===== src/rmsc_defs.vh =====
// Behaviour
// - Shutdown pin held: all state cleared, GPIO and SPI pins released (hi-Z).
// - Leaving shutdown, controller enters READY with crystal reference on.
// - Shutdown to usable READY takes about 650 microseconds.
// - State code: STANDBY 40, SLEEP 36, READY 03, LOCK 0F, TX 5F.
// - READY, STANDBY, LOCK stable when entered by own command.
// - Other states leave when their timeout timer expires. Here SLEEP, TX and protocol wait for events or commands instead.
// - READY and LOCK pass through when reached indirectly.
// - STANDBY from READY: crystal, synth, wakeup timer off; data kept.
// - SLEEP accepted only in READY; wakeup timer runs, crystal off.
// - Wakeup from SLEEP with pending transmit enters TX automatically.
// - Transmit command accepted only in READY.
// - Response to TX: 125 us from STANDBY/SLEEP, 50 us from READY.
// - LOCK reached on lock detect or lock timeout, whichever first.
// - LOCK by its command waits for next command; cal word readable.
// - TX held until packet sent, direct-mode underflow, or abort.
// - After TX: again if persistent, else protocol, else READY.
// - Abort always honoured in TX; destination as after completion.
// - Further SPI accesses may follow in the same chip select.
// - Command acts at end of its transfer, not at chip-select rise.
// - Wakeup-timer reload accepted in any state; reloads from registers.
// - Sequence-counter load accepted in any state.
// - Cipher commands 6A to 6D accepted in any state.
// - Soft reset acts like power-on reset.
`ifndef RMSC_DEFS_VH
`define RMSC_DEFS_VH
`define RMSC_ST_STANDBY 7'h40
`define RMSC_ST_SLEEP 7'h36
`define RMSC_ST_READY 7'h03
`define RMSC_ST_LOCK 7'h0F
`define RMSC_ST_TX 7'h5F
`define RMSC_ST_PROTO 7'h1F
`define RMSC_ST_OFF 7'h00
`define RMSC_HDR 8'h80
`define RMSC_C_TX 8'h60
`define RMSC_C_READY 8'h62
`define RMSC_C_STANDBY 8'h63
`define RMSC_C_SLEEP 8'h64
`define RMSC_C_LOCK_FOR_TRANSMIT_CMD 8'h66
`define RMSC_C_ABORT 8'h67
`define RMSC_C_RELOAD 8'h68
`define RMSC_C_SEQ 8'h69
`define RMSC_C_ENC 8'h6A
`define RMSC_C_KEY 8'h6B
`define RMSC_C_DEC 8'h6C
`define RMSC_C_KEYDEC 8'h6D
`define RMSC_C_SOFT_RESET_CMD 8'h70
`define RMSC_C_FLUSH 8'h72
`define RMSC_CLK_MHZ 100
`define RMSC_T_WAKE_US 650
`define RMSC_T_XO_US 75
`define RMSC_T_SYN_US 50
`define RMSC_CYC_WAKE (`RMSC_T_WAKE_US * `RMSC_CLK_MHZ)
`define RMSC_CYC_XO (`RMSC_T_XO_US * `RMSC_CLK_MHZ)
`define RMSC_CYC_SYN (`RMSC_T_SYN_US * `RMSC_CLK_MHZ)
`endif


===== src/rmsc_spi_rx.v =====
`timescale 1ns/100ps
`include "rmsc_defs.vh"
module rmsc_spi_rx
(
  input wire clk,
  input wire rst_n,
  input wire ce,
  input wire sck,
  input wire cs_n,
  input wire mosi,
  output reg cmd_vld_r,
  output reg [7:0] cmd_r
);
  reg sck_d_r;
  reg [2:0] bit_cnt_r;
  reg [6:0] sh_r;
  reg hdr_ok_r;
  reg [1:0] byte_idx_r;
  wire rise = sck & ~sck_d_r;
  wire [7:0] byte_in = {sh_r, mosi};
  always @(posedge clk or negedge rst_n)
  begin
    if (!rst_n)
    begin
      sck_d_r <= 1'b0;
      bit_cnt_r <= 3'h0;
      sh_r <= 7'h00;
      hdr_ok_r <= 1'b0;
      byte_idx_r <= 2'h0;
      cmd_vld_r <= 1'b0;
      cmd_r <= 8'h00;
    end
    else if (ce)
    begin
      sck_d_r <= sck;
      cmd_vld_r <= 1'b0;
      if (cs_n)
      begin
        bit_cnt_r <= 3'h0;
        byte_idx_r <= 2'h0;
        hdr_ok_r <= 1'b0;
      end
      else if (rise)
      begin
        sh_r <= byte_in[6:0];
        bit_cnt_r <= bit_cnt_r + 3'h1;
        if (bit_cnt_r == 3'h7)
        begin
          if (byte_idx_r == 2'h0)
          begin
            hdr_ok_r <= (byte_in == `RMSC_HDR);
            byte_idx_r <= 2'h1;
          end
          else if (byte_idx_r == 2'h1)
          begin
            // Act on the last bit, not on chip-select rise
            cmd_vld_r <= hdr_ok_r;
            cmd_r <= byte_in;
            byte_idx_r <= 2'h2;
          end
          // Later bytes of the same select are let pass untouched
        end
      end
    end
  end
endmodule // rmsc_spi_rx


===== src/rmsc_sync.v =====
`timescale 1ns/100ps
module rmsc_sync
#(
  parameter W = 3
)
(
  input wire clk,
  input wire rst_n,
  input wire ce,
  input wire [W-1:0] d,
  output wire [W-1:0] q
);
  reg [W-1:0] s1_r;
  reg [W-1:0] s2_r;
  always @(posedge clk or negedge rst_n)
  begin
    if (!rst_n)
    begin
      s1_r <= {W{1'b0}};
      s2_r <= {W{1'b0}};
    end
    else if (ce)
    begin
      s1_r <= d;
      s2_r <= s1_r;
    end
  end
  assign q = s2_r;
endmodule // rmsc_sync


===== src/rmsc_top.v =====
`timescale 1ns/100ps
`include "rmsc_defs.vh"
module rmsc_top
#(
  parameter CYC_WAKE = `RMSC_CYC_WAKE,
  parameter CYC_XO = `RMSC_CYC_XO,
  parameter CYC_SYN = `RMSC_CYC_SYN
)
(
  input wire CLK_SYS,
  input wire RESET_N,
  input wire CE,
  input wire SHUTDOWN_PIN,
  input wire SPI_SCK,
  input wire SPI_CS_N,
  input wire SPI_MOSI,
  output wire SPI_MISO_OE,
  output wire GPIO_OE_EN,
  input wire LOCK_DETECT,
  input wire LOCK_TIMEOUT,
  input wire PACKET_DONE,
  input wire DIRECT_MODE,
  input wire QUEUE_UNDERFLOW,
  input wire PERSISTENT_TX,
  input wire PROTOCOL_ACTIVE,
  input wire PROTOCOL_DONE,
  input wire WAKEUP_EVENT,
  input wire TX_PENDING,
  input wire [7:0] CAL_WORD,
  output reg [7:0] CAL_WORD_READBACK,
  output reg [6:0] STATE_CODE,
  output reg CRYSTAL_OSC_ON,
  output reg SYNTH_ON,
  output reg WAKEUP_TIMER_ON,
  output reg WAKEUP_TIMER_RELOAD,
  output reg SEQ_COUNTER_LOAD,
  output reg CIPHER_ENCRYPT,
  output reg CIPHER_KEYGEN,
  output reg CIPHER_DECRYPT,
  output reg CIPHER_KEYGEN_DECRYPT,
  output reg TX_QUEUE_FLUSH,
  output reg TX_START,
  output reg SOFT_RESET
);
  localparam S_OFF = 9'h001;
  localparam S_BOOT = 9'h002;
  localparam S_READY = 9'h004;
  localparam S_STBY = 9'h008;
  localparam S_SLEEP = 9'h010;
  localparam S_XOWAIT = 9'h020;
  localparam S_LOCK = 9'h040;
  localparam S_TX = 9'h080;
  localparam S_PROTO = 9'h100;
  wire [2:0] sync_q;
  wire shutdown_pin;
  wire sck_s;
  wire cs_n_s;
  wire mosi_s;
  wire [7:0] ld_q;
  wire cmd_vld;
  wire [7:0] cmd;
  reg [8:0] st_r;
  reg [8:0] st_nxt;
  reg [16:0] tmr_r;
  reg [16:0] tmr_nxt;
  reg lock_cmd_r;
  reg lock_cmd_nxt;
  reg tx_after_r;
  reg tx_after_nxt;
  reg sdn_s1_r;
  reg sdn_s2_r;
  reg int_rst_n_r;
  wire rst_n = RESET_N & int_rst_n_r;
  wire [8:0] post_tx = PERSISTENT_TX ? S_TX :
                       (PROTOCOL_ACTIVE ? S_PROTO : S_READY);
  wire [7:0] lin = {LOCK_DETECT, LOCK_TIMEOUT, PACKET_DONE, DIRECT_MODE,
                    QUEUE_UNDERFLOW, PROTOCOL_DONE, WAKEUP_EVENT,
                    TX_PENDING};
  // Shutdown sync on its own so it can hold the core in reset
  always @(posedge CLK_SYS or negedge RESET_N)
  begin
    if (!RESET_N)
    begin
      sdn_s1_r <= 1'b1;
      sdn_s2_r <= 1'b1;
      int_rst_n_r <= 1'b0;
    end
    else
    begin
      sdn_s1_r <= SHUTDOWN_PIN;
      sdn_s2_r <= sdn_s1_r;
      // Soft reset pulses the internal reset for one cycle
      int_rst_n_r <= ~sdn_s2_r & ~(SOFT_RESET & CE);
    end
  end
  assign shutdown_pin = sdn_s2_r;
  rmsc_sync #(.W(3)) u_spi_sync
  (
    .clk(CLK_SYS),
    .rst_n(rst_n),
    .ce(CE),
    // Select kept inverted so a cleared stage reads as deselected
    .d({SPI_SCK, ~SPI_CS_N, SPI_MOSI}),
    .q(sync_q)
  );
  assign sck_s = sync_q[2];
  assign cs_n_s = ~sync_q[1];
  assign mosi_s = sync_q[0];
  // Status inputs come from the analog side, so synchronise them too
  rmsc_sync #(.W(8)) u_in_sync
  (
    .clk(CLK_SYS),
    .rst_n(rst_n),
    .ce(CE),
    .d(lin),
    .q(ld_q)
  );
  rmsc_spi_rx u_spi
  (
    .clk(CLK_SYS),
    .rst_n(rst_n),
    .ce(CE),
    .sck(sck_s),
    .cs_n(cs_n_s),
    .mosi(mosi_s),
    .cmd_vld_r(cmd_vld),
    .cmd_r(cmd)
  );
  assign SPI_MISO_OE = ~shutdown_pin & ~cs_n_s;
  assign GPIO_OE_EN = ~shutdown_pin & rst_n;
  always @*
  begin
    st_nxt = st_r;
    tmr_nxt = (tmr_r != 17'h0) ? tmr_r - 17'h1 : 17'h0;
    lock_cmd_nxt = lock_cmd_r;
    tx_after_nxt = tx_after_r;
    case (st_r)
      S_OFF:
      begin
        st_nxt = S_BOOT;
        tmr_nxt = CYC_WAKE[16:0];
      end
      S_BOOT:
        if (tmr_r == 17'h0)
          st_nxt = S_READY;
      S_READY:
        if (tx_after_r)
        begin
          st_nxt = S_LOCK;
          tmr_nxt = CYC_SYN[16:0];
        end
        else if (cmd_vld)
        begin
          if (cmd == `RMSC_C_TX)
          begin
            st_nxt = S_LOCK;
            lock_cmd_nxt = 1'b0;
            tx_after_nxt = 1'b1;
            tmr_nxt = CYC_SYN[16:0];
          end
          else if (cmd == `RMSC_C_LOCK_FOR_TRANSMIT_CMD)
          begin
            st_nxt = S_LOCK;
            lock_cmd_nxt = 1'b1;
            tx_after_nxt = 1'b0;
            tmr_nxt = CYC_SYN[16:0];
          end
          else if (cmd == `RMSC_C_STANDBY)
            st_nxt = S_STBY;
          else if (cmd == `RMSC_C_SLEEP)
            st_nxt = S_SLEEP;
        end
      S_STBY, S_SLEEP:
        if (cmd_vld && cmd == `RMSC_C_READY)
        begin
          st_nxt = S_XOWAIT;
          tx_after_nxt = 1'b0;
          tmr_nxt = CYC_XO[16:0];
        end
        else if (st_r == S_SLEEP && ld_q[1] && ld_q[0])
        begin
          st_nxt = S_XOWAIT;
          tx_after_nxt = 1'b1;
          tmr_nxt = CYC_XO[16:0];
        end
      S_XOWAIT:
        if (tmr_r == 17'h0)
          st_nxt = S_READY;
      S_LOCK:
        if (lock_cmd_r)
        begin
          if (cmd_vld && cmd == `RMSC_C_READY)
          begin
            st_nxt = S_READY;
            lock_cmd_nxt = 1'b0;
          end
        end
        else if (ld_q[7] || ld_q[6] || tmr_r == 17'h0)
        begin
          st_nxt = S_TX;
          tx_after_nxt = 1'b0;
        end
      S_TX:
        if ((cmd_vld && cmd == `RMSC_C_ABORT) || ld_q[5] ||
            (ld_q[4] && ld_q[3]))
          st_nxt = post_tx;
      S_PROTO:
        if (ld_q[2])
          st_nxt = S_READY;
      default:
        st_nxt = S_OFF;
    endcase
  end
  always @(posedge CLK_SYS or negedge rst_n)
  begin
    if (!rst_n)
    begin
      st_r <= S_OFF;
      tmr_r <= 17'h0;
      lock_cmd_r <= 1'b0;
      tx_after_r <= 1'b0;
      STATE_CODE <= `RMSC_ST_OFF;
      CRYSTAL_OSC_ON <= 1'b0;
      SYNTH_ON <= 1'b0;
      WAKEUP_TIMER_ON <= 1'b0;
      CAL_WORD_READBACK <= 8'h00;
      WAKEUP_TIMER_RELOAD <= 1'b0;
      SEQ_COUNTER_LOAD <= 1'b0;
      CIPHER_ENCRYPT <= 1'b0;
      CIPHER_KEYGEN <= 1'b0;
      CIPHER_DECRYPT <= 1'b0;
      CIPHER_KEYGEN_DECRYPT <= 1'b0;
      TX_QUEUE_FLUSH <= 1'b0;
      TX_START <= 1'b0;
      SOFT_RESET <= 1'b0;
    end
    else if (CE)
    begin
      st_r <= st_nxt;
      tmr_r <= tmr_nxt;
      lock_cmd_r <= lock_cmd_nxt;
      tx_after_r <= tx_after_nxt;
      if (st_r == S_LOCK)
        CAL_WORD_READBACK <= CAL_WORD;
      // Any-state commands as one-cycle strobes; others ignored
      WAKEUP_TIMER_RELOAD <= cmd_vld && cmd == `RMSC_C_RELOAD;
      SEQ_COUNTER_LOAD <= cmd_vld && cmd == `RMSC_C_SEQ;
      CIPHER_ENCRYPT <= cmd_vld && cmd == `RMSC_C_ENC;
      CIPHER_KEYGEN <= cmd_vld && cmd == `RMSC_C_KEY;
      CIPHER_DECRYPT <= cmd_vld && cmd == `RMSC_C_DEC;
      CIPHER_KEYGEN_DECRYPT <= cmd_vld && cmd == `RMSC_C_KEYDEC;
      TX_QUEUE_FLUSH <= cmd_vld && cmd == `RMSC_C_FLUSH;
      SOFT_RESET <= cmd_vld && cmd == `RMSC_C_SOFT_RESET_CMD;
      // Entry pulse only; a persistent repeat stays one burst
      TX_START <= (st_nxt == S_TX) && (st_r != S_TX);
      case (st_nxt)
        S_STBY: STATE_CODE <= `RMSC_ST_STANDBY;
        S_SLEEP: STATE_CODE <= `RMSC_ST_SLEEP;
        S_READY, S_XOWAIT: STATE_CODE <= `RMSC_ST_READY;
        S_LOCK: STATE_CODE <= `RMSC_ST_LOCK;
        S_TX: STATE_CODE <= `RMSC_ST_TX;
        S_PROTO: STATE_CODE <= `RMSC_ST_PROTO;
        default: STATE_CODE <= `RMSC_ST_OFF;
      endcase
      // Crystal off in standby and sleep; wakeup timer only in sleep
      CRYSTAL_OSC_ON <= ~(st_nxt == S_STBY || st_nxt == S_SLEEP ||
                          st_nxt == S_OFF);
      SYNTH_ON <= (st_nxt == S_LOCK || st_nxt == S_TX ||
                   st_nxt == S_PROTO);
      WAKEUP_TIMER_ON <= (st_nxt == S_SLEEP);
    end
  end
endmodule // rmsc_top


===== config.mk =====
export PLATFORM = sky130hd
export DESIGN_NAME = rmsc_top
export DESIGN_NICKNAME = d
export VERILOG_FILES = /design/src/rmsc_spi_rx.v /design/src/rmsc_sync.v /design/src/rmsc_top.v
export VERILOG_INCLUDE_DIRS = /design/src
export SDC_FILE = /design/constraint.sdc
export NUM_CORES = 1
export LEC_CHECK = 0
export ABC_AREA = 1
export BUFFER_PORTS_ARGS = -buffer_cell sky130_fd_sc_hd__buf_2
export CAP_MARGIN = 0
export CELL_PAD_IN_SITES_DETAIL_PLACEMENT = 1
export CELL_PAD_IN_SITES_GLOBAL_PLACEMENT = 1
export CORE_MARGIN = 2
export CORE_UTILIZATION = 47
export CTS_CLUSTER_SIZE = 30
export DETAILED_ROUTE_END_ITERATION = 10
export PLACE_DENSITY = 0.84
export SETUP_SLACK_MARGIN = 0.5
export SLEW_MARGIN = 40
export SYNTH_ARGS = -nofsm -noshare
export SYNTH_HDL_FRONTEND = slang
export SYNTH_SLANG_ARGS = --single-unit

===== constraint.sdc =====
create_clock -name CLK_SYS -period 4.8 [get_ports CLK_SYS]
set_input_delay 0.72 -clock CLK_SYS [delete_from_list [all_inputs] [get_ports CLK_SYS]]
set_output_delay 0.72 -clock CLK_SYS [all_outputs]
set_load 0.1 [all_outputs]

==> results of run 1 <==
[logic make-up (layout without fill, tap and decap cells)]
kind of cell | Yosys count | after routing | share of synthesized area [%]
flops | 103 | 103 | 48.1
compound gates | 116 | 116 | 12.1
buf+inv | 95 | 151 | 7.06
simple gates | 353 | 353 | 30.2
xor+xnor | 10 | 10 | 1.63
fa+ha+maj | 4 | 4 | 0.932
[state kept, by name (all words and copies together) (netlist names), 2 cells and up]
signal,flops
CAL_WORD_READBACK,8
STATE_CODE,7
st_r,9
tmr_r,17
u_in_sync.q,8
u_in_sync.s1_r,8
u_spi.bit_cnt_r,3
u_spi.byte_idx_r,2
u_spi.cmd_r,8
u_spi.sh_r,7
u_spi_sync.q,3
u_spi_sync.s1_r,3
[through the flow]
step / instances / area, um2 / total power (W) / utilization (%)
2_1_floorplan: 681 / 5370 / 0.00142 / -
3_3_place_gp: 864 / 5760 / 0.00151 / 51.1
3_5_place_dp: 864 / 5760 / 0.00155 / 51.1
4_1_cts: 880 / 6060 / 0.00229 / 53.8
5_1_grt: 880 / 6060 / 0.00239 / 53.8
6_report: 880 / 6060 / 0.00227 / 53.8
[worst max-delay path: cells and delay by family]
family                 cells  cell delay, ns
and+or+nand+nor            3            1.20
buffers and inverters      2            0.60
AOI/OAI and AO/OA          1            0.33
[synthesized netlist by cell type, types with 8 or more instances]
library cell	instances	area, um2
nand4_1	13	81.3
nor2_4	8	90.1
clkbuf_1	9	33.8
a21oi_1	31	155
o21ai_0	57	285
dfrtp_1	100	2500
nand3_1	44	220
nand2_1	182	683
xor2_1	9	78.8
nor2_1	66	248
inv_1	76	285
nand2_2	13	81.3
[cell type report]
type / count / area [um2] / share of cell area [%]
Multi-Input combinational cell: 483 / 2410 / 39.8
Clock buffer: 11 / 243 / 4.00
Inverter: 79 / 305 / 5.03
Sequential cell: 103 / 2580 / 42.6
Tap cell: 143 / 179 / 2.95
Clock inverter: 5 / 57.6 / 0.949
Timing Repair Buffer: 56 / 288 / 4.75
[worst paths after layout]
path / startpoint / endpoint / slack, ns
max in group asynchronous: RESET_N / tmr_r[10] / 3.28
min reg2reg: sdn_s1_r / sdn_s2_r / 0.36
max reg2reg: tmr_r[0] / STATE_CODE[1] / 2.51
min in group CLK_SYS: sdn_s1_r / sdn_s2_r / 0.36
max: CE / u_spi.cmd_r[0] / 2.20
min: RESET_N / int_rst_n_r / 0.16
[report_power, final]
part | internal [W] | total, W | leakage [nW] | switching (W)
sequential | 0.000986 | 0.00109 | 1.32 | 0.000101
combinational | 0.000132 | 0.000446 | 1.61 | 0.000314
clock | 0.000419 | 0.000740 | 0.149 | 0.000321
total | 0.00154 | 0.00227 | 3.08 | 0.000736
[routing by layer]
metal / global-route usage (%) / wire (um) / share of wire [%]
met1: 31.2 / 6300 / 44
met2: 41.5 / 7310 / 51
met3: 3.34 / 382 / 2.7
met4: 9.42 / 260 / 1.8
met5: 0 / 0 / 0
==> results.md, run 1 <==
* Status: finished, final reports clean
* Slew HR at 59.0%
* HP Class: input pin to asynchronous set/reset pin
* First-pass GRT wire length at 24.3 mm
* Clk slew on worst S/H paths at 0.07 ns
* Slowest CP cell: nor3_4
* Hold Fails Final Rpt at 0
* Pre-antenna DRT Iters at 4
* Grt ovf at 0
* Post-synth cell types at 44
* Post_cts resized at 0
* Clk root buf: clkbuf_16
* Most common cell after layout, fill and taps aside: nand2_1
* Site Rows at 39
* Worst R2R Path Depth at 15
* CTS buffer count at 9
* Main synth FF type: dfrtp_1
* Clock Path Buffers at 2
* GP Congestion at 0.870
* Sequential share of the synthesized area at 48.1%
* Die Wd at 111 um
* Setup TNS at 0 ns
* WP data arrival at 2.85 ns
* Req. time, crit path at 5.04 ns
* DR vias at 4736
* Cell Area, Synth at 5370 um2
* Final ANT Viol Nets at 0
* Setup Viol. Count Final at 0
* Die area at 12300 um2
* Syn Nets at 710
* GRT Overall Usage at 24.2%
* Initial core utilization at 47.7%
* Crit path launch type: input pin
* Most frequent cells in the layout: nand2_1 (182), dfrtp_1 (100), inv_1 (75)
* Worst Path Class, Setup: input pin to flop
* Unrepaired setup endpoints after global routing: false
* Vias in the first global route at 4992
* Worst-path maximum fanout at 59
* Slew Viols, Final at 0
* # diodes at 0
* Die height at 111 um
* DRC at 0
* Wire length per cell at 16.2 um
* Peak VDD IR at 0.234 mV
* Fmax at 384 MHz
* Mapped Avg Cell Area at 7.89 um2
* Final setup margin at 2.20 ns
* Final clock period utilization by the worst path at 54.2%
* DP Wirelength at 10.4 mm
* # IOs at 54
* Hold buffer count at CTS at 0
* Asr flop ratio synth at 100%
* Port bufs at 53
* Share of cells above drive strength 1 at 16.4%
* Hold WS at 0.162 ns
* Clock Latency Late Sink at 0.35 ns
* Post-CTS Setup Bufs at 0
* Max Cap Viol at 0
* Antenna violations before repair at 0
* WL final at 14.3 mm
* Post-layout nets at 761
* Period minus WS final at 2.60 ns
* Core area at 11300 um2
* Clock sinks at 103
* CTS tree: built
* DP Worst Slack at 1.84 ns
* Synth Instances at 681
* Pwr Density at 375 nW/um2
* Clock skew at 0.00705 ns
* Leakage power at 3.08 nW
* Layout area overhead at 12.9%
* H-Tree Depth at 3
* EDFF count, synth at 0
* Worst slew pin tran at 0.615 ns
* Worst path max stage delay at 0.52 ns
* Cells along the critical path: buf_2, buf_4, nand2_1, nor3_4, nand4_2, o21ai_0
* Number of synthesized register bits at 103
* Synth warn at 0
* Largest net degree at the start of global routing at 65
* Fillers at 1402
* Vias per cell at 5.38
* CP endpoint kind: flop
* Iteration-0 DRC count of the detailed router at 190
Power figures use the tool's default switching activity.
==> run 2, diff against run 1 <==
--- a/config.mk
+++ b/config.mk
@@ -12,10 +12,10 @@
 export CELL_PAD_IN_SITES_DETAIL_PLACEMENT = 1
 export CELL_PAD_IN_SITES_GLOBAL_PLACEMENT = 1
 export CORE_MARGIN = 2
-export CORE_UTILIZATION = 47
+export CORE_UTILIZATION = 44
 export CTS_CLUSTER_SIZE = 30
 export DETAILED_ROUTE_END_ITERATION = 10
-export PLACE_DENSITY = 0.84
+export PLACE_DENSITY = 0.8
 export SETUP_SLACK_MARGIN = 0.5
 export SLEW_MARGIN = 40
 export SYNTH_ARGS = -nofsm -noshare
==> constraint.sdc (replaced) <==
create_clock -name CLK_SYS -period 2.5 [get_ports CLK_SYS]
set_input_delay 0.375 -clock CLK_SYS [delete_from_list [all_inputs] [get_ports CLK_SYS]]
set_output_delay 0.375 -clock CLK_SYS [all_outputs]
set_load 0.1 [all_outputs]
==> results.md, run 2 (same netlist as run 1, synthesis figures left out) <==
* GP Congestion at 0.925
* Hold Startpoint: SHUTDOWN_PIN
* CTS buffer count at 9
* Peak VDD IR at 0.520 mV
* Dpl cells at 873
* Vias per cell at 5.38
* Die area at 13100 um2
* Grt met1 use at 32.2%
* Worst Path Class, Setup: flop to flop
* CTS tree: built
* Layout area overhead at 19.2%
* Total Power at 0.00457 W
* Worst r2r src: tmr_r[8]
* WL final at 15.2 mm
* Pre-antenna DRT Iters at 4
* Clk slew on worst S/H paths at 0.07 ns
* Die Wd at 114 um
* Clock Latency Late Sink at 0.35 ns
* Hold Fails Final Rpt at 0
* Most frequent cells in the layout: nand2_1 (174), dfrtp_1 (92), inv_1 (69)
* Slowest CP cell: dfrtp_1
* Most common cell after layout, fill and taps aside: nand2_1
* Non-filler cells, final at 902
* Met3 usage at 3.60%
* Unrepaired setup endpoints after global routing: true
* Crit path launch type: flop
* GRT Overall Usage at 24.7%
* # IOs at 54
* Share of cells above drive strength 1 at 24.1%
* Grt ovf at 0
* Leakage power at 3.20 nW
* DP Wirelength at 10.8 mm
* Worst slew pin tran at 0.571 ns
* Biggest regs: tmr_r: 17 flops, st_r: 9 flops
* Critical path origin: tmr_r[8]
* Final clock period utilization by the worst path at 80.6%
* Final ANT Viol Nets at 0
* Vias in the first global route at 5096
* Post-layout nets at 779
* Slew HR at 61.9%
* Antenna violations before repair at 0
* Pwr Density at 713 nW/um2
* CP endpoint kind: flop
* Status: finished, final reports clean
* First-pass GRT wire length at 25.4 mm
* Clock sinks at 103
* Slew Viols, Final at 0
* Clock Path Buffers at 2
* # diodes at 0
* Initial core utilization at 44.9%
* Worst path max stage delay at 0.43 ns
* Core area at 12000 um2
* Fillers at 1477
* HP Class: input pin to flop
* Top reg by flops: tmr_r
* Max reg flops at 17
* Period minus WS final at 2.02 ns
* Fmax at 496 MHz
* Delay-heaviest family, CP: simple AND/OR/NAND/NOR gates
* Clock skew at 0.00716 ns
* Port bufs at 53
* Most Frequent Cell on Critical Path: nand2_2
* Met2 Usage GRT at 41.4%
* DRC at 0
* H-Tree Depth at 3
* Iteration-0 DRC count of the detailed router at 196
* Die height at 114 um
* WP data arrival at 2.25 ns
* Max Cap Viol at 0
* Most Crowded Layer GR: met2
* Largest net degree at the start of global routing at 61
* Site Rows at 40
* Setup TNS at 0 ns
* Worst-path maximum fanout at 4
* Wire length per cell at 16.8 um
* DR vias at 4849
* Req. time, crit path at 2.74 ns
* Buf/Inv on CP at 1
* Setup Viol. Count Final at 0
* Cells along the critical path: nor2_2, nand2_1, nor2_2, nand2_2, nand2_2, nand2_2, nand2_2, inv_2, nor2_4, nand2_2, nand2_2, nand3_4, o21a_1
* Clk root buf: clkbuf_16
run 2: worst register-to-register path: cells and delay by family (launching register included):
family / cells / cell delay, ns
buffers and inverters: 1 / 0.05
flip-flops: 1 / 0.43
AO/OA/AOI/OAI: 1 / 0.15
AND/OR/NAND/NOR: 11 / 1.26
run 2: worst paths after layout:
path / end / slack (ns) / depth (start not counted)
worst min-delay path: sdn_s1_r / 0.12 / 1
worst max register to register: st_r[3] / 0.48 / 13
worst max-delay path: st_r[3] / 0.48 / 13
worst min register to register: sdn_s2_r / 0.36 / 0
min in group asynchronous: u_spi.sh_r[1] / 0.28 / 4
max in group asynchronous: st_r[3] / 1.55 / 3
run 2: report_power, final:
part / switching (W) / internal, W
Sequential: 0.000192 / 0.00189
Clock: 0.000657 / 0.000886
Combinational: 0.000638 / 0.000300
run 2: area by class of cell:
class,count,area (um2),share of cell area (%)
Clock buffer,10,229,3.58
Clock inverter,6,92.6,1.45
Inverter,79,303,4.73
Multi-Input combinational cell,483,2570,40.2
Sequential cell,103,2590,40.5
Tap cell,147,184,2.87
Timing Repair Buffer,74,433,6.76
run 2: layer usage:
| metal | vias to the layer above | wire, um | part of all wire [%] |
|---|---|---|---|
| met5 | - | 0 | 0 |
| met4 | 0 | 293 | 1.9 |
| met3 | 21 | 434 | 2.9 |
| met2 | 78 | 7840 | 52 |
| met1 | 2398 | 6610 | 44 |
| li1 | 2352 | - | - |
run 2: what timing repair did:
| action | CTS | global route |
|---|---|---|
| buffers inserted | 3 | 9 |
| hold buffers | 1 | 0 |
| cloned | 0 | 0 |
| resized for setup | 12 | 44 |
| hold endpoints to repair | 3 | 0 |
| setup endpoints to repair | 13 | 27 |
| pin swaps | 6 | 16 |
run 2: through the flow:
stage,instance area [um2],setup WS (ns),util (%),hold WS [ns]
6_report,6400,0.484,53.5,0.117
5_1_grt,6400,0.353,53.5,0.106
4_1_cts,6210,0.480,51.9,0.106
3_5_place_dp,5810,0.311,48.6,0.178
3_3_place_gp,5810,0.378,48.6,0.174
2_1_floorplan,5380,0.741,-,0.0794
==> run 3, diff against run 2 <==
--- a/config.mk
+++ b/config.mk
@@ -12,10 +12,10 @@
 export CELL_PAD_IN_SITES_DETAIL_PLACEMENT = 1
 export CELL_PAD_IN_SITES_GLOBAL_PLACEMENT = 1
 export CORE_MARGIN = 2
-export CORE_UTILIZATION = 44
+export CORE_UTILIZATION = 40
 export CTS_CLUSTER_SIZE = 30
 export DETAILED_ROUTE_END_ITERATION = 10
-export PLACE_DENSITY = 0.8
+export PLACE_DENSITY = 0.76
 export SETUP_SLACK_MARGIN = 0.5
 export SLEW_MARGIN = 40
 export SYNTH_ARGS = -nofsm -noshare
==> constraint.sdc (replaced) <==
create_clock -name CLK_SYS -period 1.75 [get_ports CLK_SYS]
set_input_delay 0.2625 -clock CLK_SYS [delete_from_list [all_inputs] [get_ports CLK_SYS]]
set_output_delay 0.2625 -clock CLK_SYS [all_outputs]
set_load 0.1 [all_outputs]
==> results.md, run 3 (same netlist as run 1, synthesis figures left out) <==
* Worst slew pin tran at 0.556 ns
* Crit Reg-Reg Endpoint: STATE_CODE[4]
* Clock skew at 0.0119 ns
* CP endpoint kind: flop
* NetSw at 0.00271 W
* Cells along the critical path: inv_2, ha_4, inv_2, nor2_2, nand2_1, nor2_2, nand2_2, buf_4, buf_6, buf_6, nand4_1, nand3_2, nand2_2, nor2_1, nand3_1, nand2_1, nand2_1
* Worst-path maximum fanout at 4
* Pre-antenna DRT Iters at 5
* Fillers at 1461
* Die height at 120 um
* Combinational power share at 31.3%
* CTS tree: built
* R2R setup slack at -0.50 ns
* Clock Path Buffers at 2
* Worst r2r src: tmr_r[0]
* Unrepaired setup endpoints after global routing: true
* Reg power frac at 40.9%
* DP Wirelength at 12.9 mm
* Pwr Density at 837 nW/um2
* Switching share of power at 36.9%
* Setup Viol. Count Final at 39
* Post-layout nets at 922
* WP data arrival at 2.55 ns
* Wire length per cell at 24.1 um
* Site Rows at 42
* GP Congestion at 1.01
* CTS buffer count at 9
* Final ANT Viol Nets at 0
* FF+latch area at 2590 um2
* Grt ovf at 0
* Final setup margin at -0.504 ns
* Failing checks: setup timing
* Period minus WS final at 2.25 ns
* Internal power at 0.00464 W
* HP Class: input pin to asynchronous set/reset pin
* Slowest CP cell: dfrtp_1
* Most frequent cells in the layout: nand2_1 (123), buf_4 (119), dfrtp_1 (94)
* Hold Fails Final Rpt at 0
* Antenna violations before repair at 0
* Clk pwr share at 27.9%
* Slew HR at 62.8%
* Max Cap Viol at 0
* Share of cells above drive strength 1 at 51.7%
* Vias in the first global route at 6195
* Status: complete, but fails checks
* GRT Overall Usage at 28.9%
* Vias per cell at 5.77
* H-Tree Depth at 3
* Worst Path Class, Setup: flop to flop
* Biggest regs: tmr_r: 17 flops, st_r: 9 flops
* Top reg by flops: tmr_r
* # diodes at 0
* Worst path max stage delay at 0.41 ns
* Port bufs at 53
* Clk slew on worst S/H paths at 0.08 ns
* Iteration-0 DRC count of the detailed router at 413
* Fmax at 444 MHz
* Total Power at 0.00735 W
* Slew Viols, Final at 0
* Req. time, crit path at 2.04 ns
* Clock sinks at 103
* Area of the multi-input gates at 3320 um2
* Max reg flops at 17
* Most Frequent Cell on Critical Path: nand2_1
* Layout area overhead at 63.4%
* Peak VDD IR at 0.961 mV
* DRC at 0
* Die area at 14400 um2
* Clk root buf: clkbuf_16
* DR vias at 6200
* Initial core utilization at 40.7%
* Core area at 13200 um2
* Most common cell after layout, fill and taps aside: nand2_1
* Die Wd at 120 um
* Worst R2R Path Depth at 17
* WL final at 25.9 mm
* # IOs at 54
* Crit path launch type: flop
* Leakage power at 4.13 nW
* DP Worst Slack at -0.231 ns
* Largest net degree at the start of global routing at 61
* Clock Latency Late Sink at 0.37 ns
* First-pass GRT wire length at 32.3 mm
* Final clock period utilization by the worst path at 129%
==> run 3: cell count changes in the layout (fill, tap and decap cells not counted), sizes merged <==
cell         previous run  this run
inv                    79        78
nand4                  14        17
clkbuf                 10        11
dlygate4sd3             1         2
clkinvlp                3         4
bufinv                  2         0
buf                    73       212
clkinv                  1         2
==> run 3: worst max-delay path, delay by kind of cell, from the launching register on <==
family	cells	cell delay, ns
buf+inv	5	0.53
flops	1	0.41
simple gates	11	1.10
fa+ha+maj	1	0.13
==> run 3: stage by stage <==
stage	cells	hold slack [ns]	instance area, um2	util, %	TNS (ns)
after CTS	1050	0.00265	8030	60.9	-2.44
after global routing	1074	0.0452	8770	66.5	-14.24
final	1074	0.0136	8770	66.5	-11.29
after detailed placement	1003	0.0729	6790	51.5	-3.01
after global placement	1003	0.0662	6790	51.5	-1.08
after floorplan	681	-0.0331	5510	-	0
==> run 3: layout make-up <==
type / instances / area share, %
Inverter: 79 / 3.76
Timing Repair Buffer: 214 / 23.2
Tap cell: 176 / 2.51
Clock buffer: 11 / 2.77
Sequential cell: 103 / 29.5
Multi-Input combinational cell: 486 / 37.8
Clock inverter: 5 / 0.456
==> run 3: worst max path at each step <==
stage,depth (start not counted),to,slack (ns),start
6_report,17,STATE_CODE[4],-0.50,tmr_r[0]
5_1_grt,17,STATE_CODE[4],-0.55,tmr_r[0]
4_1_cts,15,STATE_CODE[2],-0.20,tmr_r[0]
3_5_place_dp,14,STATE_CODE[1],-0.23,u_spi.cmd_r[0]
3_3_place_gp,11,STATE_CODE[1],-0.14,st_r[1]
2_1_floorplan,17,STATE_CODE[6],0.009,tmr_r[0]
==> run 3: repair_timing <==
action	in CTS	in global routing
hold buffers	2	0
setup buffers	26	24
hold endpoints to repair	4	0
resized for setup	198	159
setup endpoints to repair	90	96
pin swaps	38	75
gates cloned	3	0
==> run 3: per-layer routing <==
metal / GRT usage (%) / wire length, um / vias to the layer above
li1: - / - / 2648
met1: 33.8 / 9560 / 3119
met2: 53.9 / 13600 / 307
met3: 4.47 / 1390 / 126
met4: 9.34 / 1390 / 0
met5: 0 / 0 / -
==> run 3: power by group through the flow <==
stage	Clock [W]	Combinational (W)	Sequential, W
finish	0.00205	0.00230	0.00300
global route	0.00214	0.00244	0.00303
CTS	0.00203	0.00195	0.00294
detailed placement	0	0.00168	0.00297
global placement	0	0.00160	0.00294
floorplan	0	0.000809	0.00314
